==> config.mk <==
export PLATFORM = sky130hd
export DESIGN_NAME = ihp_host_port
export DESIGN_NICKNAME = d
export VERILOG_FILES = /design/src/core/ihp_fifo.v /design/src/core/ihp_host_port.v
export VERILOG_INCLUDE_DIRS = /design/src /design/src/core
export SDC_FILE = /design/constraint.sdc
export NUM_CORES = 1
export LEC_CHECK = 0
export ABC_AREA = 0
export BUFFER_PORTS_ARGS = -buffer_cell sky130_fd_sc_hd__buf_4
export CAP_MARGIN = 30
export CORE_MARGIN = 3
export CORE_UTILIZATION = 55
export CTS_CLUSTER_DIAMETER = 120
export DETAILED_ROUTE_END_ITERATION = 10
export PLACE_DENSITY = 0.77
export SLEW_MARGIN = 30
export SYNTH_ARGS = -nofsm -noshare
export SYNTH_HDL_FRONTEND = slang
export SYNTH_HIERARCHICAL = 1
export SYNTH_SLANG_ARGS = --single-unit
==> constraint.sdc <==
create_clock -name mclk -period 4.3 [get_ports mclk]
set_input_delay 0.86 -clock mclk [delete_from_list [all_inputs] [get_ports mclk]]
set_output_delay 0.86 -clock mclk [all_outputs]
set_load 0.03 [all_outputs]
==> src/core/ihp_decode_map.vh <==
// Constants for the ISA host port decode block: port offsets, control
// byte fields, strap weights, serial converter timing.
// Assumes inclusion by bare name from core design files.
`ifndef IHP_DECODE_MAP_VH
`define IHP_DECODE_MAP_VH

// ==========================================================
// Port offsets from the strap base
`define IHP_OFS_CTRL 1'h0
`define IHP_OFS_HIADDR 1'h1

// ==========================================================
// Control byte fields
`define IHP_CTRL_PAGE_LO 0
`define IHP_CTRL_PAGE_HI 1
`define IHP_CTRL_A14 2
`define IHP_CTRL_A15 3
`define IHP_CTRL_RESET 4
`define IHP_CTRL_PROCINT 5
`define IHP_CTRL_HOSTEN 6
`define IHP_CTRL_CLKEN 7
`define IHP_CTRL_RESET_VAL 8'h00
`define IHP_HIADDR_RESET_VAL 8'h00

// ==========================================================
// Strap weights, bits 2 to 9 of the port address
`define IHP_STRAP_LSB 2

// ==========================================================
// Converter serial timing
`define IHP_SAMPLE_BITS 5'h10
`define IHP_SHIFT_DIV 4'h9
`define IHP_FIFO_DEPTH 8
`define IHP_FIFO_AW 3

// ==========================================================
// Request line codes, one hot over 11 lines
`define IHP_IRQ_LINES 11

`endif

==> src/core/ihp_fifo.v <==
// Converter sample queue holder; the queue module sits beside its
// only user in ihp_host_port.v, so this file carries no logic.

==> src/core/ihp_host_port.v <==
// ISA host port decode: I/O pair, memory page match, request line,
// converter serial output and link pins.
// Assumes ISA strobes already synchronous to mclk, straps static.
//
// Behaviour
// RULE1: Port base selectable 0 to 3FF hex in steps of four by straps.
// RULE2: Base is the sum of installed strap weights 4 through 200 hex.
// RULE3: Only base and base plus one are decoded; others ignored.
// RULE4: Second mark active falling by default; strap picks rising.
// RULE5: Software mode takes memory base from the written upper latch.
// RULE6: Hardware mode ignores the latch and uses eight address straps.
// RULE7: Address bits 23..16 matched against base select the 64K page.
// RULE8: Each memory strap presents a one or a zero, never open.
// RULE9: Installer sets page 0D0000h unless told otherwise.
// RULE10: Interrupt on one strap-picked line; request 9 appears as 2.
// RULE11: Three-bit channel address and enables for demuxes 0 to 3.
// RULE12: 16-bit samples sent serially as complementary clock, data, load.
// RULE13: Load pair pulses after all serial bits are shifted.
// RULE14: One ready line per remote unit, units 0 to 7.
// RULE15: One shared two-way differential link pair with remote units.
// RULE16: Serial transmit to time receiver, reply on separate input.
// RULE17: Second mark routed to the communications controller input.
// RULE18: Base port holds a readable control byte with listed fields.
// RULE19: Base plus one holds readable upper memory address latch.
// RULE20: In hardware mode latch writes never alter memory decode.
`timescale 1ns/10ps
`default_nettype none
`include "ihp_decode_map.vh"
module ihp_host_port (
	// Clock and reset
	input wire mclk,
	input wire rst,
	// Host I/O cycle
	input wire [9:0] ioAddr,
	input wire ioWrite,
	input wire ioRead,
	input wire [7:0] ioWrData,
	output reg [7:0] ioRdData,
	output wire ioSelect,
	// Host memory cycle
	input wire [23:16] memAddrHi,
	output wire memSelect,
	// Straps
	input wire [7:0] portStrap,
	input wire memModeSoft,
	input wire [7:0] memStrap,
	input wire markRising,
	input wire [10:0] irqStrap,
	// Processor side
	input wire procIrq,
	output wire [10:0] hostIrq,
	output wire procReset,
	output wire procInterrupt,
	output wire [1:0] memPage,
	output wire [1:0] memA15A14,
	output wire procClockEnable,
	output reg secondMarkEvent,
	output wire secondMarkToCtl,
	// Converter samples
	input wire sampleValid,
	output wire sampleReady,
	input wire [15:0] sampleData,
	input wire [2:0] sampleChannel,
	input wire [1:0] sampleDemux,
	// Converter pins
	output reg [2:0] converter_channel_addr,
	output reg [3:0] demux_select_enable,
	output reg converter_shift_clk_pos,
	output reg converter_shift_clk_neg,
	output reg converter_serial_bit_pos,
	output reg converter_serial_bit_neg,
	output reg converter_load_pos,
	output reg converter_load_neg,
	// Remote units and link
	input wire [7:0] remote_unit_ready,
	output wire [7:0] remoteReady,
	input wire linkTxData,
	input wire linkTxEnable,
	output wire linkRxData,
	input wire shared_link_pair_in,
	output wire shared_link_pair_pos,
	output wire shared_link_pair_neg,
	output wire shared_link_pair_oe,
	// Time receiver
	input wire timeTx,
	output wire timeRx,
	output wire time_rx_serial_out,
	input wire time_rx_serial_in,
	input wire second_mark_pulse
);
	// ==========================================================
	// Registers and decode
	localparam ST_IDLE = 2'h0;
	localparam ST_SHIFT = 2'h1;
	localparam ST_LOAD = 2'h2;

	reg [7:0] ctrl;
	reg [7:0] hiAddr;
	reg [1:0] state;
	reg [3:0] divCnt;
	reg [4:0] bitCnt;
	reg [15:0] shiftReg;
	reg clkPhase;
	reg markPrev;
	wire [9:0] portBase;
	wire hitCtrl;
	wire hitHi;
	wire [7:0] pageBase;
	wire divTick;
	wire fifoValid;
	wire fifoReady;
	wire [20:0] fifoData;
	wire markLevel;

	// Sum of strap weights; weights are single bits 2..9
	assign portBase = {portStrap, 2'h0}; // RULE1 RULE2

	// Port match helper
	function portHit;
		input [9:0] addr;
		input [9:0] base;
		input offs;
		begin
			portHit = (addr == base + {9'h000, offs});
		end
	endfunction

	assign hitCtrl = portHit(ioAddr, portBase, `IHP_OFS_CTRL); // RULE3
	assign hitHi = portHit(ioAddr, portBase, `IHP_OFS_HIADDR); // RULE3
	assign ioSelect = (ioRead || ioWrite) && (hitCtrl || hitHi); // RULE3

	// Register writes
	always @(posedge mclk) begin
		if (rst) begin
			ctrl <= `IHP_CTRL_RESET_VAL;
			hiAddr <= `IHP_HIADDR_RESET_VAL;
		end else if (ioWrite && hitCtrl) begin
			ctrl <= ioWrData; // RULE18
		end else if (ioWrite && hitHi) begin
			hiAddr <= ioWrData; // RULE19
		end
	end

	// Read data held in flops; unmatched reads return zero
	always @(posedge mclk) begin
		if (rst)
			ioRdData <= 8'h00;
		else if (ioRead && hitCtrl)
			ioRdData <= ctrl; // RULE18
		else if (ioRead && hitHi)
			ioRdData <= hiAddr; // RULE19
		else
			ioRdData <= 8'h00;
	end

	// Control fields out to the processor side
	assign memPage = {ctrl[`IHP_CTRL_PAGE_HI], ctrl[`IHP_CTRL_PAGE_LO]};
	assign memA15A14 = {ctrl[`IHP_CTRL_A15], ctrl[`IHP_CTRL_A14]};
	assign procReset = ctrl[`IHP_CTRL_RESET];
	assign procInterrupt = ctrl[`IHP_CTRL_PROCINT];
	assign procClockEnable = ctrl[`IHP_CTRL_CLKEN];

	// ==========================================================
	// Memory page match
	// Straps give hard 1/0 per bit, so no open level needs handling
	assign pageBase = memModeSoft ? hiAddr : memStrap; // RULE5 RULE6 RULE8 RULE20
	assign memSelect = (memAddrHi == pageBase); // RULE7

	// Request line: the strap bit picks the line, gated by enable.
	// Line 0 drives request 9, which the host sees as request 2.
	assign hostIrq = irqStrap & {`IHP_IRQ_LINES{procIrq &
		ctrl[`IHP_CTRL_HOSTEN]}}; // RULE10

	// ==========================================================
	// Second mark edge, polarity by strap
	assign markLevel = second_mark_pulse ^ ~markRising; // RULE4
	assign secondMarkToCtl = second_mark_pulse; // RULE17
	always @(posedge mclk) begin
		if (rst) begin
			markPrev <= markLevel;
			secondMarkEvent <= 1'b0;
		end else begin
			markPrev <= markLevel;
			secondMarkEvent <= markLevel && !markPrev; // RULE4
		end
	end

	// ==========================================================
	// Remote units, link pair, time receiver
	assign remoteReady = remote_unit_ready; // RULE14
	assign shared_link_pair_pos = linkTxData; // RULE15
	assign shared_link_pair_neg = ~linkTxData; // RULE15
	assign shared_link_pair_oe = linkTxEnable; // RULE15
	assign linkRxData = shared_link_pair_in; // RULE15
	assign time_rx_serial_out = timeTx; // RULE16
	assign timeRx = time_rx_serial_in; // RULE16

	// ==========================================================
	// Converter sample queue
	ihp_fifo #(
		.WIDTH(21),
		.DEPTH(`IHP_FIFO_DEPTH),
		.AW(`IHP_FIFO_AW)
	) sampleQueue (
		.mclk(mclk),
		.rst(rst),
		.inValid(sampleValid),
		.inReady(sampleReady),
		.inData({sampleDemux, sampleChannel, sampleData}),
		.outValid(fifoValid),
		.outReady(fifoReady),
		.outData(fifoData)
	);

	// Queue drains only when the shifter is idle, so it back-fills
	assign fifoReady = (state == ST_IDLE);
	assign divTick = (divCnt == `IHP_SHIFT_DIV);

	// Half-bit divider; runs always so tick spacing stays fixed
	always @(posedge mclk) begin
		if (rst || divTick)
			divCnt <= 4'h0;
		else
			divCnt <= divCnt + 4'h1;
	end

	// Shifter: MSB first, data changes on falling shift clock
	always @(posedge mclk) begin
		if (rst) begin
			state <= ST_IDLE;
			bitCnt <= 5'h00;
			shiftReg <= 16'h0000;
			clkPhase <= 1'b0;
			converter_channel_addr <= 3'h0;
			demux_select_enable <= 4'h0;
			converter_shift_clk_pos <= 1'b0;
			converter_shift_clk_neg <= 1'b1;
			converter_serial_bit_pos <= 1'b0;
			converter_serial_bit_neg <= 1'b1;
			converter_load_pos <= 1'b0;
			converter_load_neg <= 1'b1;
		end else begin
			case (state)
			ST_IDLE: begin
				converter_load_pos <= 1'b0;
				converter_load_neg <= 1'b1;
				if (fifoValid) begin
					shiftReg <= fifoData[15:0];
					converter_channel_addr <= fifoData[18:16]; // RULE11
					demux_select_enable <= 4'h1 << fifoData[20:19]; // RULE11
					bitCnt <= 5'h00;
					clkPhase <= 1'b0;
					state <= ST_SHIFT;
				end
			end
			ST_SHIFT: begin
				if (divTick) begin
					clkPhase <= ~clkPhase;
					converter_shift_clk_pos <= clkPhase; // RULE12
					converter_shift_clk_neg <= ~clkPhase; // RULE12
					if (!clkPhase) begin
						converter_serial_bit_pos <= shiftReg[15]; // RULE12
						converter_serial_bit_neg <= ~shiftReg[15]; // RULE12
						shiftReg <= {shiftReg[14:0], 1'b0};
						converter_shift_clk_pos <= 1'b0;
						converter_shift_clk_neg <= 1'b1;
						clkPhase <= 1'b1;
					end else if (bitCnt == `IHP_SAMPLE_BITS - 5'h01) begin
						state <= ST_LOAD;
					end else begin
						bitCnt <= bitCnt + 5'h01;
					end
				end
			end
			ST_LOAD: begin
				if (divTick) begin
					converter_shift_clk_pos <= 1'b0;
					converter_shift_clk_neg <= 1'b1;
					converter_load_pos <= 1'b1; // RULE13
					converter_load_neg <= 1'b0; // RULE13
					demux_select_enable <= 4'h0;
					state <= ST_IDLE;
				end
			end
			default: state <= ST_IDLE;
			endcase
		end
	end
endmodule

// ==========================================================
// Converter sample queue
// Flop FIFO; refuses when full and never overwrites, so a slow
// shifter only holds the filling side back.
module ihp_fifo #(
	parameter WIDTH = 19,
	parameter DEPTH = 8,
	parameter AW = 3
) (
	// Clock and reset
	input wire mclk,
	input wire rst,
	// Fill side
	input wire inValid,
	output wire inReady,
	input wire [WIDTH-1:0] inData,
	// Drain side
	output wire outValid,
	input wire outReady,
	output wire [WIDTH-1:0] outData
);
	reg [WIDTH-1:0] mem [0:DEPTH-1];
	reg [AW-1:0] wrPtr;
	reg [AW-1:0] rdPtr;
	reg [AW:0] count;
	wire doWrite;
	wire doRead;

	// ==========================================================
	// Flags
	assign inReady = (count != DEPTH[AW:0]);
	assign outValid = (count != {(AW+1){1'b0}});
	assign outData = mem[rdPtr];
	assign doWrite = inValid && inReady;
	assign doRead = outValid && outReady;

	// Storage and pointers
	always @(posedge mclk) begin
		if (rst) begin
			wrPtr <= {AW{1'b0}};
			rdPtr <= {AW{1'b0}};
			count <= {(AW+1){1'b0}};
		end else begin
			if (doWrite) begin
				mem[wrPtr] <= inData;
				wrPtr <= wrPtr + 1'b1;
			end
			if (doRead)
				rdPtr <= rdPtr + 1'b1;
			if (doWrite && !doRead)
				count <= count + 1'b1;
			else if (doRead && !doWrite)
				count <= count - 1'b1;
		end
	end
endmodule
`default_nettype wire

# [Yosys cells after proc, flatten, opt, wreduce, memory -nomap -nowiden]
# Memory sizes are Yosys's and may differ from the RTL's. A register that Yosys moved wholly into a read port is not among the register bits.
# Index checks and enable logic that the tools add are counted.
[totals] ff_bits=77 mem_bits_rw=168 inputBits=96 elab_cells=125 mem_count=1
[memory_table] memory="sampleQueue.mem" depth=8 word_bits=21 rd=1 rd_clocked_by_memory_dff=1 write_ports=1 line="ihp_host_port.v:312" text="reg [WIDTH-1:0] mem [0:DEPTH-1];"
[classes] addsub=7 eq_ne=15 shift=1 n_mux=40 bitwise=8 n_reduce_logical=32
[op_table] operator="$mux 16" n=3
[op_table] operator="$pmux 16 s2" n=1
[op_table] operator="$mux 8" n=3
[op_table] operator="$eq 10x10->1" n=2
[op_table] operator="$mux 5" n=4
[op_table] operator="$mux 4" n=4
[op_table] operator="$ne 2x2->1 const B" n=6
[op_table] operator="$reduce_and 3->1" n=4
[op_table] operator="$and 11x11->11" n=1
[op_table] operator="$add 10x1->10 const B" n=1
[op_table] operator="$logic_and 1x1->1" n=10
[op_table] operator="$mux 1" n=10
[op_table] operator="$mux 2" n=5
[op_table] operator="$pmux 1 s2" n=5
[op_table] operator="$pmux 5 s2" n=1
[op_table] operator="$reduce_and 5->1" n=2
[op_table] operator="$add 4x1->4 const B" n=2
[op_table] operator="$eq 8x8->1" n=1
[op_table] operator="$pmux 4 s2" n=1
[op_table] operator="$reduce_bool 2->1" n=4
[op_table] operator="$add 3x1->3 const B" n=2
[op_table] operator="$mux 3" n=2
[op_table] operator="$pmux 2 s3" n=1
[op_table] operator="$reduce_and 2->1" n=3
[op_table] operator="17 further kinds" n=25

# [Logic depth before layout (Yosys ltp)]
# Gate-level depths: netlist (run 1).
[depth] word_depth=6 mapped_depth=11

# [By module]
# Netlist (run 1), hierarchy kept.
[by_module_without_submodules] mod="ihp_fifo" instances=1 cells_each=318 area_each_um2=7110.6 seq_area_each_um2=5305.1
[by_module_without_submodules] mod="ihp_host_port" instances=1 cells_each=408 area_each_um2=3497.1 seq_area_each_um2=1341.3

# [Least setup slack after synthesis (run 1)]
# OpenSTA, ideal clock, no wires.
[synth_timing] kind="input-to-reg" startpoint="in rst" endpoint="mem sampleQueue.mem[0][0] (enable)" setup_ns=0.460 t_arrival_ns=3.222 setup_slack_ns=0.618 cell_stages=2 cell_sequence="nor2_1 > nor4b_1"
[synth_between] elab_chain_len=2
[synth_rtl] element="start, declared" line="ihp_host_port.v:32" text="input wire rst,"
[synth_rtl] element="$mux 1" line="ihp_host_port.v:329" text="if (rst) begin"
[synth_rtl] element="$mux 1 (implied by the code)" line="ihp_host_port.v:335" text="mem[wrPtr] <= inData;"
[synth_rtl] element="end, declared" line="ihp_host_port.v:312"
# No other way between the ends.

# [Worst setup path after layout (run 1)]
[layout_timing] startpoint="in portStrap[4]" endpoint="out ioSelect"
[layout_between] elab_chain_len=4 elab_cells_between_ends=5 classes_between="add/sub (1); eq/ne (2); reduce/logical (2)"
[layout_rtl] element="start, declared" line="ihp_host_port.v:44" text="input wire [7:0] portStrap,"
[layout_rtl] element="$add 10x1->10" line="ihp_host_port.v:124" text="portHit = (addr == base + {9'h000, offs});"
[layout_rtl] element="$eq 10x10->1" line="ihp_host_port.v:124"
[layout_rtl] element="$logic_or 1x1->1 (*)" line="ihp_host_port.v:130" text="assign ioSelect = (ioRead || ioWrite) && (hitCtrl || hitHi);"
[layout_rtl] element="$logic_and 1x1->1 (*)" line="ihp_host_port.v:130"
[layout_rtl] element="end, declared" line="ihp_host_port.v:39" text="output wire ioSelect,"
# Every way passes the cells marked *; elsewhere a longest branch is shown, timed or not.

==> impl_metrics.yaml, run 1 <==
routing:
  wire_per_inst_microns: 19.5
  routed-via-count: 6449
  drt_iter0_drc: 505
  viasPerCell: 5.80
  dr.pass1.iters: 5
  totalWireLength_mm: 21.7
  drtAntennaViolNets: 0
  drc: 0
clock_tree:
  clk_latency_ps: 520
  hold_buffers: 0
  cts.clk_slew.worst_paths_ps: 60
  postCtsResizedCells: 0
  clock_path_buffers: 3
  cts_sinks: 248
  ctsHtreeMaxLevel: 1
  post_cts.repair.setup_buffers: 0
  cts_tree: "built"
  numCtsBuffers: 26
  clockRootBuffer: "clkbuf_16"
finish:
  drive_gt1_share_pct: 25.4
  areaGrowthSynthToFinish_pct: 17.6
  fin_area_sq_mm: 0.0125
  fin_nets: 940
  diodes: 0
  n_fill_cell: 1319
yosys:
  synth_edf_count: 168
  ys_async_sr_fraction_pct: 0
  ys_seq_area_share_pct: 62.7
  yosys_warnings: 6
  synth_most_common_cell: "edfxtp_1"
  ys_top_cells_by_count: "edfxtp_1 (168), dfxtp_1 (80), nand2_1 (47)"
  yosysTopAreaCell: "edfxtp_1"
  syn_avg_cell_area_sq_um: 14.6
  synthCells: 726
  ys_ff_latch: 248
  synth_top_area_share_pct: 47.6
  syn_area_sq_mm: 0.0106
  synth_area_leaders: "edfxtp_1 (48%), dfxtp_1 (15%), mux4_1 (9.9%), mux2i_1 (3.3%), mux2_2 (2.3%)"
  synth.distinct_cells: 53
  synth_nets: 832
  synth_ff_type: "edfxtp_1"
worst_setup_path:
  endpoint_kind: "primary output"
  required_ps: 3440
  worstPathCellList: "buf_4 > xor2_1 > nor3_1 > nand4_1 > nor2_1 > buf_4"
  path_buf_inv: 2
  cp_max_fo: 9
  arrival_ps: 2260
  crit_family: "simple AND/OR/NAND/NOR gates"
  worstSetupStartpointType: "primary input"
  critPathMaxStageDelay_ps: 410
  critical_path_class: "primary input to primary output"
  cpMostUsedCell: "buf_4"
  cp_slowest_cell: "nand4_1"
sta:
  fin_crit_ps: 3120
  drv_slew: 0
  tns_ps: 0
  finalSetupViolCount: 0
  rsz0062_at_grt: "no"
  post-route-period-util_pct: 72.5
  max_freq_mhz: 321
  clock_skew_ps: 17.1
  final_hold_viol_count: 0
  relSlewSlack_pct: 39.2
  tightest_slew_ps: 912
floorplan:
  die_x_microns: 145
  die_h_microns: 145
  rows: 50
  start_util_pct: 56.3
  pin_count: 154
  dieArea_sq_mm: 0.0210
  coreArea_sq_mm: 0.0188
global_route:
  grt_use_total_pct: 20.3
  grt_max_degree: 83
  grt_pass1_vias: 6455
  overflow: 0
  grt_pass1_wl_mm: 33.3
  antenna_found_initial: 0
placed_design:
  gp_congestion: 0.821
  portBuffers: 129
  hpwl_mm: 13.5
  place_area_sq_mm: 0.0117
pwr:
  power_density_mw_per_mm2: 506
  peakVddDrop_mv: 0.431
  leakage_nw: 4.59
hold_path:
  hp-class: "register to register"
run:
  timing.max_cap.violations: 0
run_status:
  status: "finished, final reports clean"
## power by group
part	leakage, nW	internal, mW	switching [mW]	total, mW
sequential	2.17	2.71	0.159	2.87
combinational	2.04	0.672	0.753	1.43
clock	0.382	1.17	0.848	2.02
## worst paths after layout
path,slack (ps),endpoint,cells past startpoint,start
max,1180,ioSelect,6,portStrap[4]
min reg2reg,390,secondMarkEvent$_SDFF_PP0_,1,markPrev$_DFF_P_
min,390,secondMarkEvent$_SDFF_PP0_,1,markPrev$_DFF_P_
max reg2reg,1340,sampleQueue/count[3]$_SDFFE_PP0P_,10,sampleQueue/count[1]$_SDFFE_PP0P_
## cell type report
| cell class | instances | area (sq um) | share of cell area (%) |
|---|---|---|---|
| Timing Repair Buffer | 142 | 1070 | 8.55 |
| Inverter | 8 | 30.0 | 0.241 |
| Sequential cell | 248 | 6650 | 53.3 |
| Tap cell | 260 | 325 | 2.61 |
| Clock inverter | 10 | 61.3 | 0.492 |
| Multi-Input combinational cell | 408 | 3620 | 29.0 |
| Clock buffer | 36 | 719 | 5.77 |
## layer usage
metal  track usage [%]  vias up  wire (microns)
li1                  -     2978               -
met1              26.2     3155            8930
met2              36.0      262           10700
met3              3.06       54            1460
met4              5.79        0             568
met5                 0        -               0
## layout by cell type (no fill, tap or decap), types with 12 or more instances in the layout
cell	Yosys	final
edfxtp_1	168	168
buf_4	18	142
dfxtp_1	80	79
and3_1	12	12
nand2_1	47	47
clkbuf_16	0	27
mux2_2	22	22
nor2_1	33	32
a211o_1	16	16
a21oi_1	36	36
o21ai_0	23	23
mux2i_1	35	35
nand2b_1	28	28
nor3_1	18	15
xor2_1	18	18
mux4_1	40	40
## metrics by stage
stage / utilization, % / total power, mW / std cells / hold slack [ps] / worst slack (ps)
6_report: 66.2 / 6.31 / 1112 / 388 / 1180
5_1_grt: 66.2 / 6.59 / 1112 / 421 / 1050
4_1_cts: 66.2 / 6.36 / 1112 / 391 / 1170
3_5_place_dp: 62.1 / 4.33 / 1066 / 383 / 1190
3_3_place_gp: 62.0 / 4.25 / 1066 / 381 / 1240
2_1_floorplan: - / 3.96 / 726 / 373 / 618
## kinds of logic after synthesis
| family | after synthesis | share of synthesized area (%) |
|---|---|---|
| DFF | 248 | 62.7 |
| muxes | 99 | 16.0 |
| and+or+nand+nor | 189 | 9.53 |
| adders and majority gates | 10 | 1.25 |
| xor gates and xnor gates | 22 | 1.82 |
| buffers and inverters | 70 | 3.67 |
| AOI/OAI and AO/OA | 88 | 5.11 |
## worst register-to-register path: cells and delay by family (launching register included)
family / cells / cell delay, ps
AND/OR/NAND/NOR: 2 / 870
multiplexers: 1 / 360
buffers and inverters: 2 / 200
AO/OA/AOI/OAI: 3 / 550
flip-flops: 1 / 360
adder cells (fa/ha/maj): 2 / 500
## sequential cells by signal, indices dropped and copies added (netlist names), 2 cells and up, named ones only
register                flops
bitCnt                      5
converter_channel_addr      3
ctrl                        8
demux_select_enable         4
divCnt                      4
hiAddr                      8
ioRdData                    8
sampleQueue/count           4
sampleQueue/mem           168
sampleQueue/rdPtr           3
sampleQueue/wrPtr           3
shiftReg                   16
state                       2
(Power assumes the default switching activity.)
==> inputs of run 2 (changes only) <==
clock period = 3.18 ns   (was 4.3 ns; I/O delays follow)
==> impl_metrics.yaml, run 2 (synthesized netlist as in run 1, its figures left out) <==
routing:
  routed-via-count: 6476
  drt_iter0_drc: 419
  dr.pass1.iters: 5
  drtAntennaViolNets: 0
  totalWireLength_mm: 22.7
  wire_per_inst_microns: 20.3
  drc: 0
  viasPerCell: 5.79
sta:
  fin_ws_ps: 212
  fin_crit_ps: 2970
  rsz0062_at_grt: "no"
  fin_hold_ws_ps: 321
  finalSetupViolCount: 0
  tns_ps: 0
  relSlewSlack_pct: 45.3
  post-route-period-util_pct: 93.3
  drv_slew: 0
  tightest_slew_ps: 821
  final_hold_viol_count: 0
  max_freq_mhz: 337
  clock_skew_ps: 28.1
run:
  timing.max_cap.violations: 0
global_route:
  overflow: 0
  grt_pass1_vias: 6726
  grt_use_total_pct: 21.6
  antenna_found_initial: 0
  grt_max_degree: 83
  grt_pass1_wl_mm: 35.0
run_status:
  status: "finished, final reports clean"
finish:
  final_common_cell: "edfxtp_1"
  drive_gt1_share_pct: 26.5
  largest_register_ffs: 168
  reg_top3: "sampleQueue/mem: 168 flops, shiftReg: 16 flops"
  areaGrowthSynthToFinish_pct: 19.0
  layout_common_cells: "edfxtp_1 (168), buf_4 (146), dfxtp_1 (79)"
  diodes: 0
  fin_nets: 944
  finish.utilization_pct: 67.0
  n_fill_cell: 1264
  regMostFlops: "sampleQueue/mem"
clock_tree:
  hold_buffers: 0
  cts_sinks: 248
  numCtsBuffers: 26
  clockRootBuffer: "clkbuf_16"
  post_cts.repair.setup_buffers: 0
  clock_path_buffers: 3
  cts_tree: "built"
  ctsHtreeMaxLevel: 1
  clk_latency_ps: 530
  cts.clk_slew.worst_paths_ps: 60
  postCtsResizedCells: 0
placed_design:
  gp_congestion: 0.834
  portBuffers: 129
  dp_slack_ps: 261
  hpwl_mm: 14.2
worst_setup_path:
  path_buf_inv: 2
  worstSetupStartpointType: "register"
  crit_family: "simple AND/OR/NAND/NOR gates"
  critPathMaxStageDelay_ps: 690
  arrival_ps: 3370
  critical_path_class: "register to register"
  cp_max_fo: 7
  required_ps: 3590
  worstPathCellList: "or4b_1 > nand2_2 > inv_1 > ha_1 > inv_1 > ha_1 > a21oi_1 > a211oi_1 > a31oi_1 > mux2_2"
  cp_slowest_cell: "or4b_1"
  endpoint_kind: "register"
pwr:
  combPwrFrac_pct: 22.4
  leakage_nw: 4.67
  p_int_mw: 6.51
  clockPowerShare_pct: 34.6
  peakVddDrop_mv: 0.531
  switching_share_pct: 27.2
  p_seq_share_pct: 42.9
  p_sw_mw: 2.44
  power_density_mw_per_mm2: 709
floorplan:
  pin_count: 154
  dieArea_sq_mm: 0.0210
  coreArea_sq_mm: 0.0188
  rows: 50
  start_util_pct: 56.3
  die_x_microns: 145
  die_h_microns: 145
hold_path:
  hp-class: "primary input to register"
-- run 2: worst paths after layout --
path,startpoint,end,slack (ps),cells past startpoint
worst min register to register,markPrev$_DFF_P_,secondMarkEvent$_SDFF_PP0_,390,1
worst max-delay path,sampleQueue/count[1]$_SDFFE_PP0P_,sampleQueue/count[3]$_SDFFE_PP0P_,210,10
worst min-delay path,markRising,markPrev$_DFF_P_,320,2
worst max register to register,sampleQueue/count[1]$_SDFFE_PP0P_,sampleQueue/count[3]$_SDFFE_PP0P_,210,10
-- run 2: area by class of cell --
cell class,instances,area (sq um),share of cell area (%)
clock buffers,29,672,5.32
clock inverters,19,221,1.75
inverters,8,30.0,0.238
multi-input cells,408,3630,28.8
flip-flops and latches,248,6650,52.7
well taps,260,325,2.58
repair buffers,146,1100,8.68
-- run 2: per-stage QoR --
stage / cell area, sq um / std cells / power [mW]
6_report: 12600 / 1118 / 8.94
5_1_grt: 12600 / 1118 / 9.33
4_1_cts: 12600 / 1118 / 9.01
3_3_place_gp: 11700 / 1070 / 5.77
2_1_floorplan: 10600 / 726 / 5.36
3_5_place_dp: 11700 / 1070 / 5.88
-- run 2: power groups by stage --
stage | combinational (mW) | sequential [mW] | clock [mW]
2_1_floorplan | 1.48 | 3.88 | 0
3_3_place_gp | 1.89 | 3.88 | 0
3_5_place_dp | 1.98 | 3.90 | 0
4_1_cts | 2.02 | 3.84 | 3.16
5_1_grt | 2.18 | 3.87 | 3.28
6_report | 2.01 | 3.84 | 3.10
-- run 2: routing by layer --
layer  vias up  part of all wire, %  global-route usage, %
li1       2984                    -                      -
met5         -                    0                      0
met4         0                  2.7                   7.12
met2       269                   51                   37.8
met1      3171                   39                   26.3
met3        52                  7.9                   5.26
